--- config.mk ---
export PLATFORM = sky130hd
export DESIGN_NAME = rtcwl_top
export DESIGN_NICKNAME = d
export VERILOG_FILES = /design/src/design/rtcwl_clock_source_select.v /design/src/design/rtcwl_top.v /design/src/design/rtcwl_unlock.v
export VERILOG_INCLUDE_DIRS = /design/src /design/src/shared
export SDC_FILE = /design/constraint.sdc
export NUM_CORES = 1
export LEC_CHECK = 0
export BUFFER_PORTS_ARGS = -buffer_cell sky130_fd_sc_hd__clkbuf_2
export CORE_AREA = 4 4 165 167
export DETAILED_ROUTE_END_ITERATION = 7
export DIE_AREA = 0 0 169 171
export MAX_ROUTING_LAYER = met4
export PLACE_DENSITY = 0.61
export SLEW_MARGIN = 20
export SYNTH_ARGS = -nofsm -noshare
export SYNTH_HDL_FRONTEND = slang
export SYNTH_SLANG_ARGS = --single-unit
--- constraint.sdc ---
create_clock -name sys_clk -period 1.81 [get_ports sys_clk]
set_input_delay 0.181 -clock sys_clk [delete_from_list [all_inputs] [get_ports sys_clk]]
set_output_delay 0.181 -clock sys_clk [all_outputs]
set_load 0.005 [all_outputs]
--- src/shared/rtcwl_defs.vh ---
// Constants for the calendar write-lock, key unlock and clock-select block.
// Assumes one 50 MHz clock domain and a plain word-indexed register port.
`ifndef RTCWL_DEFS_VH
`define RTCWL_DEFS_VH

// ********************************************************************
// Register indices
// ********************************************************************
`define RTCWL_ADDR_W 4
`define RTCWL_DATA_W 16
`define RTCWL_REG_CTRL1 4'h0
`define RTCWL_REG_CTRL2 4'h1
`define RTCWL_REG_TIME_LO 4'h2
`define RTCWL_REG_TIME_HI 4'h3
`define RTCWL_REG_DATE_LO 4'h4
`define RTCWL_REG_DATE_HI 4'h5
`define RTCWL_REG_ALM_TIME 4'h6
`define RTCWL_REG_ALM_DATE 4'h7
`define RTCWL_REG_TS_DATE_HI 4'h8
`define RTCWL_REG_TS_CTRL 4'h9
`define RTCWL_REG_KEY 4'hA
`define RTCWL_REG_STATUS 4'hB

// ********************************************************************
// Field positions and masks
// ********************************************************************
`define RTCWL_CAL_EN_BIT 15
`define RTCWL_LOCK_BIT 11
`define RTCWL_CTRL1_FREE_MASK 16'h07FF
`define RTCWL_TS_DATE_MASK 16'hFF1F
`define RTCWL_TS_EN_BIT 0
`define RTCWL_ST_LOCK_BIT 0
`define RTCWL_ST_WIN_BIT 1
`define RTCWL_KEY_FIRST 8'h55
`define RTCWL_KEY_SECOND 8'hAA

// ********************************************************************
// Clock source codes
// ********************************************************************
`define RTCWL_SRC_SECONDARY_OSCILLATOR 2'h0
`define RTCWL_SRC_LOW_POWER_RC_OSC 2'h1
`define RTCWL_SRC_PWRLINE 2'h2
`define RTCWL_SRC_SYSCLK 2'h3

// ********************************************************************
// Reset values and timing
// ********************************************************************
`define RTCWL_RST_WORD 16'h0000
`define RTCWL_CLK_MHZ 50
`define RTCWL_INSTR_NS 40
`define RTCWL_UNLOCK_WIN_CYC ((`RTCWL_INSTR_NS * `RTCWL_CLK_MHZ) / 1000)

`endif

--- src/design/rtcwl_clock_source_select.v ---
// Reference clock selector: synchronises the slow source pins, picks one
// and turns its rising edges into one-cycle ticks; the system clock code ticks every enabled cycle.
// Assumes source pins are asynchronous to sys_clk and far slower than it.
`include "rtcwl_defs.vh"

module rtcwl_clock_source_select (
    input wire sys_clk,
    input wire arst_n,
    input wire clk_en,
    input wire [1:0] clk_sel,
    input wire secondary_oscillator_in,
    input wire low_power_rc_osc_in,
    input wire pwrline_in,
    output wire ref_tick
);

    reg [2:0] meta_q;
    reg [2:0] sync_q;
    reg prev_q;
    reg sel_lvl;

    // Two flops per pin; the first is read only by the second
    always @(posedge sys_clk or negedge arst_n) begin
        if (!arst_n) begin
            meta_q <= 3'h0;
            sync_q <= 3'h0;
            prev_q <= 1'b0;
        end else if (clk_en) begin
            meta_q <= {pwrline_in, low_power_rc_osc_in, secondary_oscillator_in};
            sync_q <= meta_q;
            prev_q <= sel_lvl;
        end
    end

    // Source choice from the select field
    always @* begin
        case (clk_sel)
            `RTCWL_SRC_SECONDARY_OSCILLATOR: sel_lvl = sync_q[0];
            `RTCWL_SRC_LOW_POWER_RC_OSC: sel_lvl = sync_q[1];
            `RTCWL_SRC_PWRLINE: sel_lvl = sync_q[2];
            default: sel_lvl = 1'b0;
        endcase
    end

    // System clock source ticks every enabled cycle
    assign ref_tick = clk_en && ((clk_sel == `RTCWL_SRC_SYSCLK) || (sel_lvl && !prev_q));

endmodule // rtcwl_clock_source_select

--- src/design/rtcwl_top.v ---
// Calendar register file with write lock, key unlock and reference clock select.
// Assumes a same-clock bus master and a synchronous device reset request.
//
// The address map and the strobed register port were chosen for this implementation.
`include "rtcwl_defs.vh"

module rtcwl_top #(
    parameter WIN_CYC = `RTCWL_UNLOCK_WIN_CYC
) (
    input wire sys_clk,
    input wire arst_n,
    input wire clk_en,
    input wire dev_reset,
    input wire [`RTCWL_ADDR_W-1:0] bus_addr,
    input wire [`RTCWL_DATA_W-1:0] bus_wdata,
    input wire bus_wr,
    input wire bus_rd,
    output reg [`RTCWL_DATA_W-1:0] bus_rdata,
    input wire secondary_oscillator_in,
    input wire low_power_rc_osc_in,
    input wire pwrline_in,
    output wire ref_tick,
    output wire [1:0] clk_sel,
    output wire cal_enable,
    output wire write_lock
);

    // ********************************************************************
    // Storage
    // ********************************************************************
    // Register map by word index
    // 0: control one
    //   15: calendar enable, locked
    //   14-12: read zero
    //   11: write lock
    //   10-0: free bits, never locked

    // 1: control two, locked
    //   15-2: plain storage
    //   1-0: reference select, on clk_sel
    //     00 secondary oscillator
    //     01 low-power RC
    //     10 powerline, 50 or 60 Hz
    //     11 system clock

    // 2, 3: time low, high, locked
    // 4, 5: date low, high, locked
    // 6: alarm time, never locked
    // 7: alarm date, never locked

    // 8: timestamp date high
    //   15-12: year tens, BCD
    //   11-8: year units, BCD
    //   7-5: zero while timestamps run
    //   4: month tens, 0 or 1
    //   3-0: month units, 0 to 9
    //   All 16 bits kept while off

    // 9: timestamp control
    //   0: timestamp enable
    //   15-1: read zero

    // 10: key, write-only, reads zero
    //   7-0: 55h then AAh
    //   15-8: ignored

    // 11: status, read-only
    //   15-8: reference tick count
    //   7-2: read zero
    //   1: clear window open
    //   0: write lock

    // 12 to 15: read zero

    // Resets
    //   arst_n is power-on, clears every flop
    //   Reset values are all zero
    //   Device reset clears lock and key state
    //   Key state: idle, armed, open
    //   Values, alarms, timestamp survive it
    //   clk_en low holds a device reset off

    // Timing
    //   Writes land at the strobe edge
    //   Read data stand one cycle, then zero
    //   Window opens the cycle after AAh
    //   It lasts WIN_CYC cycles or one write
    //   A read inside the sequence is harmless
    //   Any other write aborts the sequence
    //   Lock clear takes bit 11 and free bits 10-0
    //   Bit 15 in that write is dropped
    //   Source pins lag two to three cycles
    //   Ticks count only with the calendar on

    // Limitations
    //   No calendar counting or alarm match
    //   No timestamp capture
    //   Tick count wraps; a sign of life only
    //   ref_tick is combinational
    //   A select change may give a stray tick
    //   Locking first keeps the calendar off,
    //   so set the enable with the lock

    // Register state
    reg write_lock_bit_q;
    reg calendar_enable_q;
    reg [10:0] ctrl1_free_q;
    reg [15:0] control_reg_two_q;
    reg [15:0] time_lo_q;
    reg [15:0] time_hi_q;
    reg [15:0] date_lo_q;
    reg [15:0] date_hi_q;
    reg [15:0] alm_time_q;
    reg [15:0] alm_date_q;
    reg [15:0] timestamp_a_date_high_q;
    reg timestamp_a_enable_q;
    reg [7:0] tick_cnt_q;
    reg [15:0] rdata_d;
    wire win_open;
    wire key_wr;
    wire other_wr;
    wire lock_ok;
    wire [15:0] ts_read;

    // Address match used by every write decode
    function wr_hit;
        input [`RTCWL_ADDR_W-1:0] a;
        input [`RTCWL_ADDR_W-1:0] r;
        input w;
        begin
            wr_hit = w && (a == r);
        end
    endfunction

    // Gap bits of the timestamp word only matter while timestamps run
    function [15:0] ts_view;
        input [15:0] w;
        input en;
        begin
            ts_view = en ? (w & `RTCWL_TS_DATE_MASK) : w;
        end
    endfunction

    // ********************************************************************
    // Key sequencer and source select
    // ********************************************************************
    assign key_wr = wr_hit(bus_addr, `RTCWL_REG_KEY, bus_wr);
    assign other_wr = bus_wr && !key_wr;

    rtcwl_unlock #(
        .WIN_CYC(WIN_CYC)
    ) u_unlock (
        .sys_clk(sys_clk),
        .arst_n(arst_n),
        .clk_en(clk_en),
        .dev_reset(dev_reset),
        .key_wr(key_wr),
        .key_byte(bus_wdata[7:0]),
        .other_wr(other_wr),
        .win_open(win_open)
    );

    rtcwl_clock_source_select u_clock_source_select (
        .sys_clk(sys_clk),
        .arst_n(arst_n),
        .clk_en(clk_en),
        .clk_sel(control_reg_two_q[1:0]),
        .secondary_oscillator_in(secondary_oscillator_in),
        .low_power_rc_osc_in(low_power_rc_osc_in),
        .pwrline_in(pwrline_in),
        .ref_tick(ref_tick)
    );

    // Locked fields take writes only while the lock reads zero this cycle
    assign lock_ok = !write_lock_bit_q;

    assign clk_sel = control_reg_two_q[1:0];
    assign cal_enable = calendar_enable_q;
    assign write_lock = write_lock_bit_q;
    assign ts_read = ts_view(timestamp_a_date_high_q, timestamp_a_enable_q);

    // ********************************************************************
    // Lock bit
    // ********************************************************************
    // Device reset is synchronous; power-on reset is the async input
    always @(posedge sys_clk or negedge arst_n) begin
        if (!arst_n) begin
            write_lock_bit_q <= 1'b0;
        end else if (clk_en) begin
            if (dev_reset) begin
                write_lock_bit_q <= 1'b0;
            end else if (wr_hit(bus_addr, `RTCWL_REG_CTRL1, bus_wr)) begin
                if (!write_lock_bit_q) begin
                    write_lock_bit_q <= bus_wdata[`RTCWL_LOCK_BIT];
                end else if (win_open) begin
                    write_lock_bit_q <= bus_wdata[`RTCWL_LOCK_BIT];
                end
            end
        end
    end

    // ********************************************************************
    // Locked control and value registers
    // ********************************************************************
    // Cleared at power-on only, so a locked calendar keeps running
    always @(posedge sys_clk or negedge arst_n) begin
        if (!arst_n) begin
            calendar_enable_q <= 1'b0;
            control_reg_two_q <= `RTCWL_RST_WORD;
            time_lo_q <= `RTCWL_RST_WORD;
            time_hi_q <= `RTCWL_RST_WORD;
            date_lo_q <= `RTCWL_RST_WORD;
            date_hi_q <= `RTCWL_RST_WORD;
        end else if (clk_en && lock_ok) begin
            if (wr_hit(bus_addr, `RTCWL_REG_CTRL1, bus_wr)) begin
                calendar_enable_q <= bus_wdata[`RTCWL_CAL_EN_BIT];
            end
            if (wr_hit(bus_addr, `RTCWL_REG_CTRL2, bus_wr)) begin
                control_reg_two_q <= bus_wdata;
            end
            if (wr_hit(bus_addr, `RTCWL_REG_TIME_LO, bus_wr)) begin
                time_lo_q <= bus_wdata;
            end
            if (wr_hit(bus_addr, `RTCWL_REG_TIME_HI, bus_wr)) begin
                time_hi_q <= bus_wdata;
            end
            if (wr_hit(bus_addr, `RTCWL_REG_DATE_LO, bus_wr)) begin
                date_lo_q <= bus_wdata;
            end
            if (wr_hit(bus_addr, `RTCWL_REG_DATE_HI, bus_wr)) begin
                date_hi_q <= bus_wdata;
            end
        end
    end

    // ********************************************************************
    // Always-writable registers
    // ********************************************************************
    // Timestamp word resets only at power-on, so it doubles as scratch
    always @(posedge sys_clk or negedge arst_n) begin
        if (!arst_n) begin
            ctrl1_free_q <= 11'h000;
            alm_time_q <= `RTCWL_RST_WORD;
            alm_date_q <= `RTCWL_RST_WORD;
            timestamp_a_date_high_q <= `RTCWL_RST_WORD;
            timestamp_a_enable_q <= 1'b0;
        end else if (clk_en) begin
            if (wr_hit(bus_addr, `RTCWL_REG_CTRL1, bus_wr)) begin
                ctrl1_free_q <= bus_wdata[10:0];
            end
            if (wr_hit(bus_addr, `RTCWL_REG_ALM_TIME, bus_wr)) begin
                alm_time_q <= bus_wdata;
            end
            if (wr_hit(bus_addr, `RTCWL_REG_ALM_DATE, bus_wr)) begin
                alm_date_q <= bus_wdata;
            end
            if (wr_hit(bus_addr, `RTCWL_REG_TS_DATE_HI, bus_wr)) begin
                // Plain storage keeps all 16 bits while timestamps are off
                timestamp_a_date_high_q <= ts_view(bus_wdata, timestamp_a_enable_q);
            end
            if (wr_hit(bus_addr, `RTCWL_REG_TS_CTRL, bus_wr)) begin
                timestamp_a_enable_q <= bus_wdata[`RTCWL_TS_EN_BIT];
            end
        end
    end

    // ********************************************************************
    // Reference tick counter
    // ********************************************************************
    // Counts ticks only with the calendar on, wraps; lets software see the chosen source is alive
    always @(posedge sys_clk or negedge arst_n) begin
        if (!arst_n) begin
            tick_cnt_q <= 8'h00;
        end else if (clk_en && ref_tick && calendar_enable_q) begin
            tick_cnt_q <= tick_cnt_q + 8'h01;
        end
    end

    // ********************************************************************
    // Read path
    // ********************************************************************
    // Read mux; unmapped and key addresses read zero
    always @* begin
        case (bus_addr)
            `RTCWL_REG_CTRL1: rdata_d = {calendar_enable_q, 3'h0, write_lock_bit_q, ctrl1_free_q};
            `RTCWL_REG_CTRL2: rdata_d = control_reg_two_q;
            `RTCWL_REG_TIME_LO: rdata_d = time_lo_q;
            `RTCWL_REG_TIME_HI: rdata_d = time_hi_q;
            `RTCWL_REG_DATE_LO: rdata_d = date_lo_q;
            `RTCWL_REG_DATE_HI: rdata_d = date_hi_q;
            `RTCWL_REG_ALM_TIME: rdata_d = alm_time_q;
            `RTCWL_REG_ALM_DATE: rdata_d = alm_date_q;
            `RTCWL_REG_TS_DATE_HI: rdata_d = ts_read;
            `RTCWL_REG_TS_CTRL: rdata_d = {15'h0000, timestamp_a_enable_q};
            `RTCWL_REG_STATUS: rdata_d = {tick_cnt_q, 6'h00, win_open, write_lock_bit_q};
            default: rdata_d = 16'h0000;
        endcase
    end

    // Data stand for the one cycle after the read strobe only
    always @(posedge sys_clk or negedge arst_n) begin
        if (!arst_n) begin
            bus_rdata <= 16'h0000;
        end else if (clk_en) begin
            bus_rdata <= bus_rd ? rdata_d : 16'h0000;
        end
    end

endmodule // rtcwl_top

--- src/design/rtcwl_unlock.v ---
// Key sequencer: watches key writes and opens a short window for lock clearing.
// Assumes bus strobes from the same clock domain, one cycle each.
`include "rtcwl_defs.vh"

module rtcwl_unlock #(
    parameter WIN_CYC = `RTCWL_UNLOCK_WIN_CYC
) (
    input wire sys_clk,
    input wire arst_n,
    input wire clk_en,
    input wire dev_reset,
    input wire key_wr,
    input wire [7:0] key_byte,
    input wire other_wr,
    output wire win_open
);

    // ********************************************************************
    // Sequence states
    // ********************************************************************
    localparam [1:0] ST_IDLE = 2'h0;
    localparam [1:0] ST_ARMED = 2'h1;
    localparam [1:0] ST_OPEN = 2'h2;
    localparam [7:0] WIN_LEN = (WIN_CYC < 1) ? 8'h01 : WIN_CYC[7:0];

    reg [1:0] st_q;
    reg [1:0] st_d;
    reg [7:0] cnt_q;
    reg [7:0] cnt_d;

    assign win_open = (st_q == ST_OPEN);

    // Any write other than the expected key byte aborts the sequence
    always @* begin
        st_d = st_q;
        cnt_d = cnt_q;
        case (st_q)
            ST_IDLE: begin
                if (key_wr && key_byte == `RTCWL_KEY_FIRST) begin
                    st_d = ST_ARMED;
                end
            end
            ST_ARMED: begin
                if (key_wr && key_byte == `RTCWL_KEY_SECOND) begin
                    st_d = ST_OPEN;
                    cnt_d = WIN_LEN;
                end else if (key_wr || other_wr) begin
                    st_d = ST_IDLE;
                end
            end
            ST_OPEN: begin
                // One write or the end of the window closes it
                if (key_wr || other_wr || cnt_q == 8'h01) begin
                    st_d = ST_IDLE;
                    cnt_d = 8'h00;
                end else begin
                    cnt_d = cnt_q - 8'h01;
                end
            end
            default: begin
                st_d = ST_IDLE;
                cnt_d = 8'h00;
            end
        endcase
    end

    // State register; a device reset drops any half-done sequence
    always @(posedge sys_clk or negedge arst_n) begin
        if (!arst_n) begin
            st_q <= ST_IDLE;
            cnt_q <= 8'h00;
        end else if (clk_en) begin
            if (dev_reset) begin
                st_q <= ST_IDLE;
                cnt_q <= 8'h00;
            end else begin
                st_q <= st_d;
                cnt_q <= cnt_d;
            end
        end
    end

endmodule // rtcwl_unlock

# After elaboration in Yosys (flattened, before gate mapping)

Index checks and enable logic that the tools add are counted.

Bits in registers: 183
Input port bits: 29
Word-level logic and storage cells: 107

Add/sub/neg operators: 2
Equal/unequal tests: 24
Multiplexer cells: 19
Reductions and logical operators: 43

Operators by type and width:

| cell                  | count |
|---|---|
| $pmux W16 S11         | 1 |
| $mux W8               | 5 |
| $pmux W8 S3           | 1 |
| $reduce_and A2 Y1     | 12 |
| $logic_and A1 B1 Y1   | 19 |
| $eq A4 B3 Y1 const B  | 4 |
| $eq A4 B4 Y1 const B  | 4 |
| $mux W16              | 1 |
| $mux W2               | 5 |
| $ne A3 B2 Y1 const B  | 3 |
| $add A8 B1 Y8 const B | 1 |
| $eq A4 B2 Y1 const B  | 2 |
| $eq A8 B1 Y1 const B  | 1 |
| $eq A8 B7 Y1 const B  | 1 |
| $eq A8 B8 Y1 const B  | 1 |
| $sub A8 B1 Y8 const B | 1 |
| $eq A2 B2 Y1 const B  | 3 |
| $pmux W2 S3           | 1 |
| $eq A2 B1 Y1 const B  | 2 |
| $eq A4 B1 Y1 const B  | 1 |
| $logic_not A2 Y1      | 2 |
| $logic_not A4 Y1      | 1 |
| $mux W1               | 4 |
| $ne A4 B2 Y1 const B  | 1 |
| 7 further kinds       | 11 |

# Longest topological paths before layout

Gate-level depths: netlist of the first run.

Depth in word-level cells: 9
Gate-level depth with buffers: 8
Gate-level depth less buffers: 7

# Modules after synthesis

A second synthesis of the first run with hierarchy kept.

Cell total of the unflattened synthesis: 702
Area total of the unflattened synthesis: 8853.5 um^2

By module, submodules not included:

| module                    | instances | cells each | area an instance (um^2) | sequential area each (um^2) |
|---|---|---|---|---|
| rtcwl_top                 | 1         | 596        | 7742.4                  | 4154.0 |
| rtcwl_unlock              | 1         | 85         | 809.5                   | 250.2 |
| rtcwl_clock_source_select | 1         | 21         | 301.5                   | 175.2 |

# Worst setup path after synthesis of the first run

Ideal clock, no wire load.

Path kind: reg-to-reg
Start point: register write_lock_bit_q (netlist: write_lock)
End point: register control_reg_two_q[7]
Arrival time: 1.728 ns
Data required time: 1.682 ns
Setup slack: -0.046 ns
Cell stages (with the launch flop): 6
Path buffers: 2
Path through: dfrtp_1 > or4_1 > buf_6 > nor2_8 > buf_6 > mux2_1

Longest elaborated chain between the ends: 3

Ends and longest elaborated chain:

| item                        | line            | RTL |
|---|---|---|
| from (decl)                 | rtcwl_top.v:105 | `reg write_lock_bit_q;` |
| from (signal assigned)      | rtcwl_top.v:194 | `` write_lock_bit_q <= bus_wdata[`RTCWL_LOCK_BIT]; `` |
| from (signal assigned)      | rtcwl_top.v:196 | `` write_lock_bit_q <= bus_wdata[`RTCWL_LOCK_BIT]; `` |
| $logic_not A1 Y1            | --              |  |
| $logic_and A1 B1 Y1         | rtcwl_top.v:214 | `end else if (clk_en && lock_ok) begin` |
| $reduce_and A2 Y1 (no line) | --              |  |
| to (signal assigned)        | rtcwl_top.v:209 | `` control_reg_two_q <= `RTCWL_RST_WORD; `` |
| to (signal assigned)        | rtcwl_top.v:219 | `control_reg_two_q <= bus_wdata;` |
| to (decl)                   | rtcwl_top.v:108 | `reg [15:0] control_reg_two_q;` |

No other way between the ends.
A chain may end at the register's enable or synchronous reset.

# Final worst setup path of the first run

Start point: register control_reg_two_q[1]
End point: output ref_tick

Longest elaborated chain between the ends: 5

Ends and longest elaborated chain:

| item                                       | line                           | RTL |
|---|---|---|
| $eq A2 B2 Y1, or another cell as far along | rtcwl_clock_source_select.v:37 | `case (clk_sel)` |
| $pmux W1 S3                                | rtcwl_clock_source_select.v:37 |  |
| $logic_and A1 B1 Y1                        | rtcwl_clock_source_select.v:46 | `` assign ref_tick = clk_en && ((clk_sel == `RTCWL_SRC_SYSCLK) \|\| (sel_lvl && !prev_q)); `` |
| $logic_or A1 B1 Y1 (*)                     | rtcwl_clock_source_select.v:46 |  |
| $logic_and A1 B1 Y1 (*)                    | rtcwl_clock_source_select.v:46 |  |
| to (decl)                                  | rtcwl_top.v:22                 | `output wire ref_tick,` |

Mark *: on every way between the ends. The rest lies on a longest branch, timed or not.

==> results of run 1 <==
-- synth_stat cells (all sizes together) (2+ instances only) --
library cell,instances,area share [%]
inv,11,0.46
nor2,22,1.5
o22ai,6,0.42
dfrtp,183,51
a32oi,6,0.59
o32ai,2,0.20
o2bb2ai,10,0.98
clkinv,2,0.084
mux2,154,20
and3,5,0.35
a21o,4,0.34
mux2i,21,2.4
o221ai,2,0.20
or2,3,0.21
a22oi,15,1.3
clkbuf,18,0.76
nand2b,10,0.70
nand3b,5,0.42
or3,2,0.14
and2,2,0.14
mux4,3,0.76
xnor2,6,0.59
nand2,33,1.5
nand3,11,0.62
a222oi,2,0.23
a2111oi,3,0.30
and3b,3,0.30
buf,33,2.5
a31oi,6,0.42
a22o,9,0.89
nand4,5,0.35
nor3,14,1.2
a221o,3,0.34
o2111ai,2,0.20
nor4,8,1.1
a221oi,6,0.59
a21oi,19,1.1
o21ai,25,1.4
nor2b,13,0.91
o211ai,3,0.25
ha,7,0.98
-- worst paths after layout --
kind	from	endpoint	slack [ns]	cells past startpoint
max in group asynchronous	arst_n	timestamp_a_date_high_q[9]	0.96	3
hold reg to reg	control_reg_two_q[9]	control_reg_two_q[9]	0.48	1
setup / recovery	control_reg_two_q[1]	ref_tick	-0.02	4
setup reg to reg	control_reg_two_q[1]	tick_cnt_q[1]	0.01	5
min in group asynchronous	arst_n	tick_cnt_q[2]	0.25	2
hold / removal	dev_reset	write_lock	0.04	2
-- registers in the layout, indices dropped and copies added, names as in the netlist, 8 cells and up --
name	flops
u_unlock.cnt_q	8
alm_time_q	16
timestamp_a_date_high_q	16
control_reg_two_q	16
tick_cnt_q	8
date_hi_q	16
alm_date_q	16
ctrl1_free_q	11
date_lo_q	16
time_hi_q	16
time_lo_q	16
bus_rdata	16
-- cell families after synthesis --
| logic type | count (synthesis) | synth area share (%) |
|---|---|---|
| AO/OA/AOI/OAI | 130 | 10.4 |
| XOR/XNOR | 7 | 0.689 |
| adder cells (fa/ha/maj) | 7 | 0.985 |
| buffers and inverters | 64 | 3.81 |
| flip-flops | 183 | 51.5 |
| multiplexers | 178 | 22.6 |
| AND/OR/NAND/NOR | 142 | 10.0 |
-- where the power goes --
part / switching [W] / internal (W) / total [W]
Sequential: 0.000409 / 0.00479 / 0.00520
Clock: 0.00184 / 0.00184 / 0.00368
Combinational: 0.000935 / 0.00107 / 0.00200
-- through the flow --
stage               power, W  hold WS [ns]  utilization, %  instances  setup TNS, ns
global placement     0.00716         0.163            40.1       1157         -0.337
detailed placement   0.00723         0.161            40.1       1157         -0.607
finish                0.0109        0.0377            42.8       1193        -0.0183
global route          0.0114        0.0552            42.8       1193         -0.511
floorplan            0.00642        -0.115               -        711         -0.462
CTS                   0.0109        0.0205            42.5       1194        -0.0334
-- cell type report --
type	count	area (µm²)	share of cell area, %
repair buffers	166	1330	12.1
clock inverters	15	149	1.35
clock buffers	17	425	3.86
multi-input cells	464	4070	36.9
well taps	335	419	3.80
flip-flops and latches	183	4580	41.5
inverters	13	48.8	0.443
-- routing by layer --
layer | wire length (µm) | up-vias | track usage [%] | part of all wire (%)
met1 | 11300 | 3360 | 24.5 | 46
met5 | 0 | - | - | 0
li1 | - | 2899 | - | -
met2 | 12000 | 162 | 28.1 | 48
met4 | 419 | 0 | 5.50 | 1.7
met3 | 1140 | 28 | 3.51 | 4.6
-- timing repair --
item                                   4_1_cts  5_1_grt
endpoints found under the hold margin       42        0
pin swaps                                    4       12
gates resized for setup                      5       21
setup endpoints to repair                   28       48
hold buffers                                 4        0
buffers inserted                             1        0
-- cells in the final DEF (no fill, tap or decap), drive strengths merged, types with 14 or more instances in the layout --
master	synthesis	final
clkbuf	18	66
o21ai	25	25
buf	33	113
a21oi	19	19
a22oi	15	15
dfrtp	183	183
inv	11	21
mux2i	21	21
mux2	154	154
nand2	33	33
nor2	22	22
nor3	14	14
==> results.yml, run 1 <==
sta:
  finalCritPeriodShare_pct: 101
  setup_slack_ns: -0.0183
  rsz0062_at_grt: "true"
  min_period_ns: 1.83
  tightestPinTransition_ns: 0.570
  relSlewSlack_pct: 61.9
  drv_slew: 0
  fmax_mhz: 547
  hold_viol: 0
  setup_viol: 1
  skew_ns: 0.0159
logic_synthesis:
  synth_edf_count: 0
  netlist_area_um2: 8890
  seq_area_frac_synth_pct: 51.5
  synth_area_per_cell_um2: 12.5
  ys_ff_latch: 183
  yosys_warnings: 0
  ys.flop_type: "dfrtp_1"
  ys_types: 65
  ys_async_sr_fraction_pct: 100
  syn_nets: 747
  netlist_instances: 711
placed_design:
  placed_area_um2: 10300
  gp_congestion: 0.823
  dp_hpwl_um: 17800
  place_ws_ns: -0.0608
  portBuffers: 49
cells_and_area:
  diodes: 0
  drive_gt1_share_pct: 41.3
  finalNetCount: 881
  final_area_um2: 11000
  syn2layout_area_growth_pct: 24.0
  nFillCells: 2383
floorplan:
  start_util_pct: 34.5
  core-area_um2: 25800
  die_x_um: 169
  num_rows: 59
  die_h_um: 171
  die-area_um2: 28900
  ioPinCount: 50
worst_setup_path:
  cpPeakStageDelay_ns: 0.38
  crit_arrival_ns: 1.65
  path_buf_inv: 1
  worst_setup_path_start_kind: "flip-flop"
  cpLargestDelayFamily: "flip-flops"
  critPathMaxFanout: 2
  slowest_stage: "dfrtp_1"
  cp_cell_sequence: "or3b_4, a21o_1, a21oi_2, clkbuf_2"
  critical_path.endpoint_type: "output pin"
  cp.required_ns: 1.63
  critPathKind: "reg -> out"
routing:
  routed_via_density: 5.41
  vias: 6449
  routed_wirelength_um: 24800
  drtIter0Drc: 517
  dr.pass1.iters: 5
  drt-wirelength-per-cell_um: 20.8
  remaining_drc_errors: 0
  detail-route-antenna-nets: 0
global_routing:
  grt_pass1_vias: 6565
  grt-ovfl-total: 0
  grt_max_degree: 45
  grt_pass1_wl_um: 39200
  track_usage_pct: 18.2
  antenna_found_initial: 0
pwr:
  p_leak_nw: 5.03
  worst_ir_drop_vdd_mv: 0.690
  p_per_area_nw_per_um2: 987
clocking:
  cts_buffers: 17
  clk_pin_slew_ns: 0.07
  clk_latency_ns: 0.45
  ctsLongestPathBuffers: 2
  cts_tree: "built"
  clock_tree.root_cell: "clkbuf_16"
  clock-sinks: 183
  htreeDepth: 4
outcome:
  violations: "setup timing"
  status: "complete, but fails checks"
hold_path:
  hold_class: "in -> reg"
flow_run:
  cap_violations: 0
Note: power is estimated with default switching activity, not from simulation.
==> run 2, diff against run 1 <==
--- a/config.mk
+++ b/config.mk
@@ -12,6 +12,7 @@
 export DIE_AREA = 0 0 169 171
 export MAX_ROUTING_LAYER = met4
 export PLACE_DENSITY = 0.61
+export RECOVER_POWER = 25
 export SLEW_MARGIN = 20
 export SYNTH_ARGS = -nofsm -noshare
 export SYNTH_HDL_FRONTEND = slang
==> constraint.sdc (replaced) <==
create_clock -name sys_clk -period 1.81 [get_ports sys_clk]
set_input_delay 0 -clock sys_clk [delete_from_list [all_inputs] [get_ports sys_clk]]
set_output_delay 0 -clock sys_clk [all_outputs]
set_load 0.005 [all_outputs]
==> results.yml, run 2 (synthesis gave the netlist of run 1 again) <==
placed_design:
  gp_congestion: 0.838
  place_ws_ns: -0.0369
  dp_hpwl_um: 17300
  portBuffers: 49
sta:
  tns_ns: 0
  setup_slack_ns: 0.0346
  skew_ns: 0.0131
  tightestPinTransition_ns: 1.27
  min_period_ns: 1.78
  fmax_mhz: 563
  rsz0062_at_grt: "true"
  relSlewSlack_pct: 15.7
  drv_slew: 0
  setup_viol: 0
  finalCritPeriodShare_pct: 98.1
  hold_viol: 0
worst_setup_path:
  critPathKind: "reg -> reg"
  cpLargestDelayFamily: "simple AND/OR/NAND/NOR gates"
  crit_arrival_ns: 2.13
  worst_setup_path_start_kind: "flip-flop"
  reg2reg_depth: 7
  slowest_stage: "or4b_4"
  r2r_slack_ns: 0.03
  cp_cell_sequence: "inv_2, ha_4, or4b_4, o21ai_4, nor2_4, nor3_4, mux2i_1"
  critPathMaxFanout: 2
  path_buf_inv: 1
  cp.required_ns: 2.16
  cpPeakStageDelay_ns: 0.48
  r2r-start: "u_unlock.cnt_q[1]"
  r2r_end: "u_unlock.st_q[0]"
  critical_path.endpoint_type: "flip-flop"
cells_and_area:
  syn2layout_area_growth_pct: 24.3
  utilization_pct: 42.9
  finalNetCount: 876
  diodes: 0
  multiInputGateArea_um2: 4070
  drive_gt1_share_pct: 38.9
  mostFrequentLayoutCells: "182 x dfrtp_1, 125 x mux2_2, 73 x buf_4"
  register_area_um2: 4580
  layout_commonest_cell: "dfrtp_1"
  nFillCells: 2373
flow_run:
  cap_violations: 0
floorplan:
  die_x_um: 169
  die-area_um2: 28900
  num_rows: 59
  ioPinCount: 50
  die_h_um: 171
  core-area_um2: 25800
  start_util_pct: 34.5
clocking:
  clock_tree.root_cell: "clkbuf_16"
  cts_buffers: 17
  ctsLongestPathBuffers: 2
  htreeDepth: 4
  clk_latency_ns: 0.44
  clk_pin_slew_ns: 0.07
  cts_tree: "built"
  clock-sinks: 183
routing:
  drtIter0Drc: 458
  vias: 6370
  dr.pass1.iters: 5
  routed_via_density: 5.36
  routed_wirelength_um: 25000
  detail-route-antenna-nets: 0
  remaining_drc_errors: 0
  drt-wirelength-per-cell_um: 21.1
global_routing:
  track_usage_pct: 18.3
  grt_max_degree: 57
  grt_pass1_vias: 6516
  antenna_found_initial: 0
  grt-ovfl-total: 0
  grt_pass1_wl_um: 39400
hold_path:
  hold_class: "in -> reg"
  min_path_cells: 3
  holdPathEnd: "alm_date_q[4]"
  min-delay-start: "bus_wdata[4]"
pwr:
  p_leak_nw: 5.00
  worst_ir_drop_vdd_mv: 0.671
  p_per_area_nw_per_um2: 998
outcome:
  status: "complete, no violations"
-- run 2: timing repair --
| action | CTS | global route |
|---|---|---|
| hold buffers | 19 | 0 |
| pin swaps | 0 | 8 |
| resized for setup | 2 | 26 |
| endpoints found under the hold margin | 274 | 0 |
| endpoints found under the setup margin | 11 | 41 |
| buffers inserted | 0 | 2 |
-- run 2: tightest hold or removal path, stage by stage --
cell and delay [ns]:
clkbuf_2 0.09, buf_4 0.17, mux2_2 0.16
-- run 2: final cells by class --
class	instances	share of cell area, %
Clock buffer	21	4.17
Clock inverter	11	1.25
Timing Repair Buffer	161	12.1
Multi-Input combinational cell	464	36.8
Tap cell	335	3.79
Sequential cell	183	41.5
Inverter	13	0.442
-- run 2: worst max path at each step --
stage,endpoint,cells past startpoint,start
3_3_place_gp,u_unlock.st_q[0],7,u_unlock.cnt_q[1]
2_1_floorplan,control_reg_two_q[7],5,write_lock
5_1_grt,u_unlock.st_q[0],7,u_unlock.cnt_q[1]
6_report,u_unlock.st_q[0],7,u_unlock.cnt_q[1]
3_5_place_dp,u_unlock.st_q[0],7,u_unlock.cnt_q[1]
4_1_cts,time_hi_q[13],5,write_lock
-- run 2: power by group --
part	switching, W	internal (W)	leakage [nW]	total (W)
sequential	0.000423	0.00479	2.36	0.00522
clock	0.00170	0.00214	0.283	0.00384
combinational	0.000923	0.00104	2.36	0.00197
-- run 2: per-stage QoR --
step / power (W) / cells / hold WS [ns] / cell area [µm²]
finish: 0.0110 / 1188 / 0.00987 / 11000
global route: 0.0115 / 1188 / 0.00317 / 11000
CTS: 0.0110 / 1186 / 0.0000463 / 11000
detailed placement: 0.00718 / 1135 / -0.0139 / 10200
global placement: 0.00711 / 1135 / -0.0172 / 10200
floorplan: 0.00642 / 711 / -0.296 / 8910
-- run 2: metal layers --
metal | track usage [%] | up-vias | part of all wire [%] | wire length (µm)
met3 | 3.95 | 33 | 5.4 | 1340
met4 | 4.20 | 0 | 1.7 | 413
met1 | 25.0 | 3271 | 46 | 11600
li1 | - | 2891 | - | -
met5 | - | - | 0 | 0
met2 | 28.1 | 175 | 47 | 11600
==> run 3, diff against run 2 <==
--- a/config.mk
+++ b/config.mk
@@ -8,11 +8,11 @@
 export LEC_CHECK = 0
 export BUFFER_PORTS_ARGS = -buffer_cell sky130_fd_sc_hd__clkbuf_2
 export CORE_AREA = 4 4 165 167
+export CTS_BUF_LIST = sky130_fd_sc_hd__clkbuf_4
 export DETAILED_ROUTE_END_ITERATION = 7
 export DIE_AREA = 0 0 169 171
 export MAX_ROUTING_LAYER = met4
 export PLACE_DENSITY = 0.61
-export RECOVER_POWER = 25
 export SLEW_MARGIN = 20
 export SYNTH_ARGS = -nofsm -noshare
 export SYNTH_HDL_FRONTEND = slang
==> results.yml, run 3 (synthesis gave the netlist of run 1 again) <==
routing:
  detail-route-antenna-nets: 0
  routed_via_density: 5.26
  drtIter0Drc: 470
  dr.max_layer_used: "met4"
  vias: 6303
  drt-met1-wl_um: 11700
  routed_wirelength_um: 24800
  wl_met2_um: 11700
  wl_met3_um: 1070
  dr.pass1.iters: 7
  drt-wirelength-per-cell_um: 20.7
  remaining_drc_errors: 0
worst_setup_path:
  critical_path.endpoint_type: "output pin"
  cp_cell_sequence: "or3b_4, a21o_1, a21oi_2, buf_2"
  crit_arrival_ns: 1.84
  worst_setup_path_start_kind: "flip-flop"
  cp.required_ns: 1.81
  critPathMaxFanout: 2
  r2r-start: "u_unlock.cnt_q[1]"
  cpPeakStageDelay_ns: 0.40
  critPathLaunch: "control_reg_two_q[1]"
  slowest_stage: "dfrtp_1"
  critPathKind: "reg -> out"
outcome:
  violations: "setup timing"
  status: "complete, but fails checks"
global_routing:
  grt_pass1_vias: 6448
  track_usage_pct: 18.1
  grt_max_degree: 57
  grt-ovfl-total: 0
  grt_pass1_wl_um: 39200
  antenna_found_initial: 1
floorplan:
  start_util_pct: 34.5
  die_h_um: 171
  die-area_um2: 28900
  ioPinCount: 50
  num_rows: 59
  die_x_um: 169
  core-area_um2: 25800
sta:
  hold_viol: 0
  tns_ns: -0.0568
  finalCritPeriodShare_pct: 101
  setup_viol: 3
  skew_ns: 0.0283
  relSlewSlack_pct: 60.0
  rsz0062_at_grt: "true"
  tightestPinTransition_ns: 0.594
  hold-worst-slack_ns: 0.0579
  min_period_ns: 1.84
  drv_slew: 0
  fmax_mhz: 544
  setup_slack_ns: -0.0266
pwr:
  intPower_w: 0.00674
  clkPwrFrac_pct: 24.6
  p_sw_w: 0.00285
  p_seq_share_pct: 54.3
  pwr-share-comb_pct: 21.1
  worst_ir_drop_vdd_mv: 0.393
  switching_share_pct: 29.7
  total_power_w: 0.00959
  p_per_area_nw_per_um2: 881
  p_leak_nw: 4.93
placed_design:
  place_ws_ns: -0.0369
  dp_hpwl_um: 17300
  gp_congestion: 0.838
  portBuffers: 49
cells_and_area:
  multiInputGateArea_um2: 4080
  utilization_pct: 42.3
  nFillCells: 2394
  register_area_um2: 4580
  finalNetCount: 886
  drive_gt1_share_pct: 38.9
  syn2layout_area_growth_pct: 22.4
  mostFrequentLayoutCells: "182 x dfrtp_1, 126 x mux2_2, 74 x buf_4"
  layout_commonest_cell: "dfrtp_1"
hold_path:
  min-delay-start: "clk_en"
  hold_class: "in -> reg"
clocking:
  clk_pin_slew_ns: 0.15
  htreeDepth: 4
  cts_buffers: 17
  cts_tree: "built"
  clk_latency_ns: 0.59
  clock-sinks: 183
  ctsLongestPathBuffers: 2
  clock_tree.root_cell: "clkbuf_4"
flow_run:
  cap_violations: 0
-- run 3: cell count changes in the layout (fill, tap and decap cells not counted), sizes merged --
cell	change
buf	+3
dlygate4sd3	+9
clkbuf	-4
clkinv	+2
diode	+1
-- run 3: path summary, 6_finish.rpt --
kind,endpoint,slack (ns),depth (start not counted)
max,ref_tick,-0.03,4
min,tick_cnt_q[3],0.06,6
max reg2reg,u_unlock.st_q[0],-0.02,7
min reg2reg,tick_cnt_q[7],0.50,1
max in group asynchronous,time_lo_q[9],0.94,4
min in group asynchronous,control_reg_two_q[15],0.52,4
-- run 3: per-stage QoR --
stage | area, µm² | instances
floorplan | 8910 | 711
global placement | 10200 | 1135
detailed placement | 10200 | 1135
CTS | 10800 | 1196
global route | 10900 | 1199
finish | 10900 | 1199
-- run 3: final cells by class --
class,count,area share (%)
Multi-Input combinational cell,464,37.4
Tap cell,335,3.85
Clock buffer,19,1.31
Antenna cell,1,0.0230
Timing Repair Buffer,171,13.5
Sequential cell,183,42.1
Inverter,13,0.448
Clock inverter,13,1.33
-- run 3: timing repair --
item / in CTS / in global routing
setup endpoints to repair: 13 / 12
hold endpoints to repair: 337 / 0
pin swaps: 6 / 6
resized for setup: 10 / 26
setup buffers: 0 / 2
hold buffers: 29 / 0
-- run 3: power by group through the flow --
stage / combinational [W] / clock [W] / sequential, W
3_3_place_gp: 0.00186 / 0 / 0.00526
5_1_grt: 0.00223 / 0.00259 / 0.00529
2_1_floorplan: 0.00127 / 0 / 0.00515
3_5_place_dp: 0.00190 / 0 / 0.00528
6_report: 0.00202 / 0.00236 / 0.00520
4_1_cts: 0.00199 / 0.00244 / 0.00520
-- run 3: critical path: cells and delay by family, from the launching register on --
family	cells	cell delay, ns
compound gates	2	0.35
buf+inv	1	0.12
flops	1	0.40
simple gates	1	0.38
-- run 3: metal layers --
metal  up-vias  track usage (%)
met4         0             3.89
li1       2913                -
met3        18             3.28
met2       145             28.0
met5         -                -
met1      3227             25.2
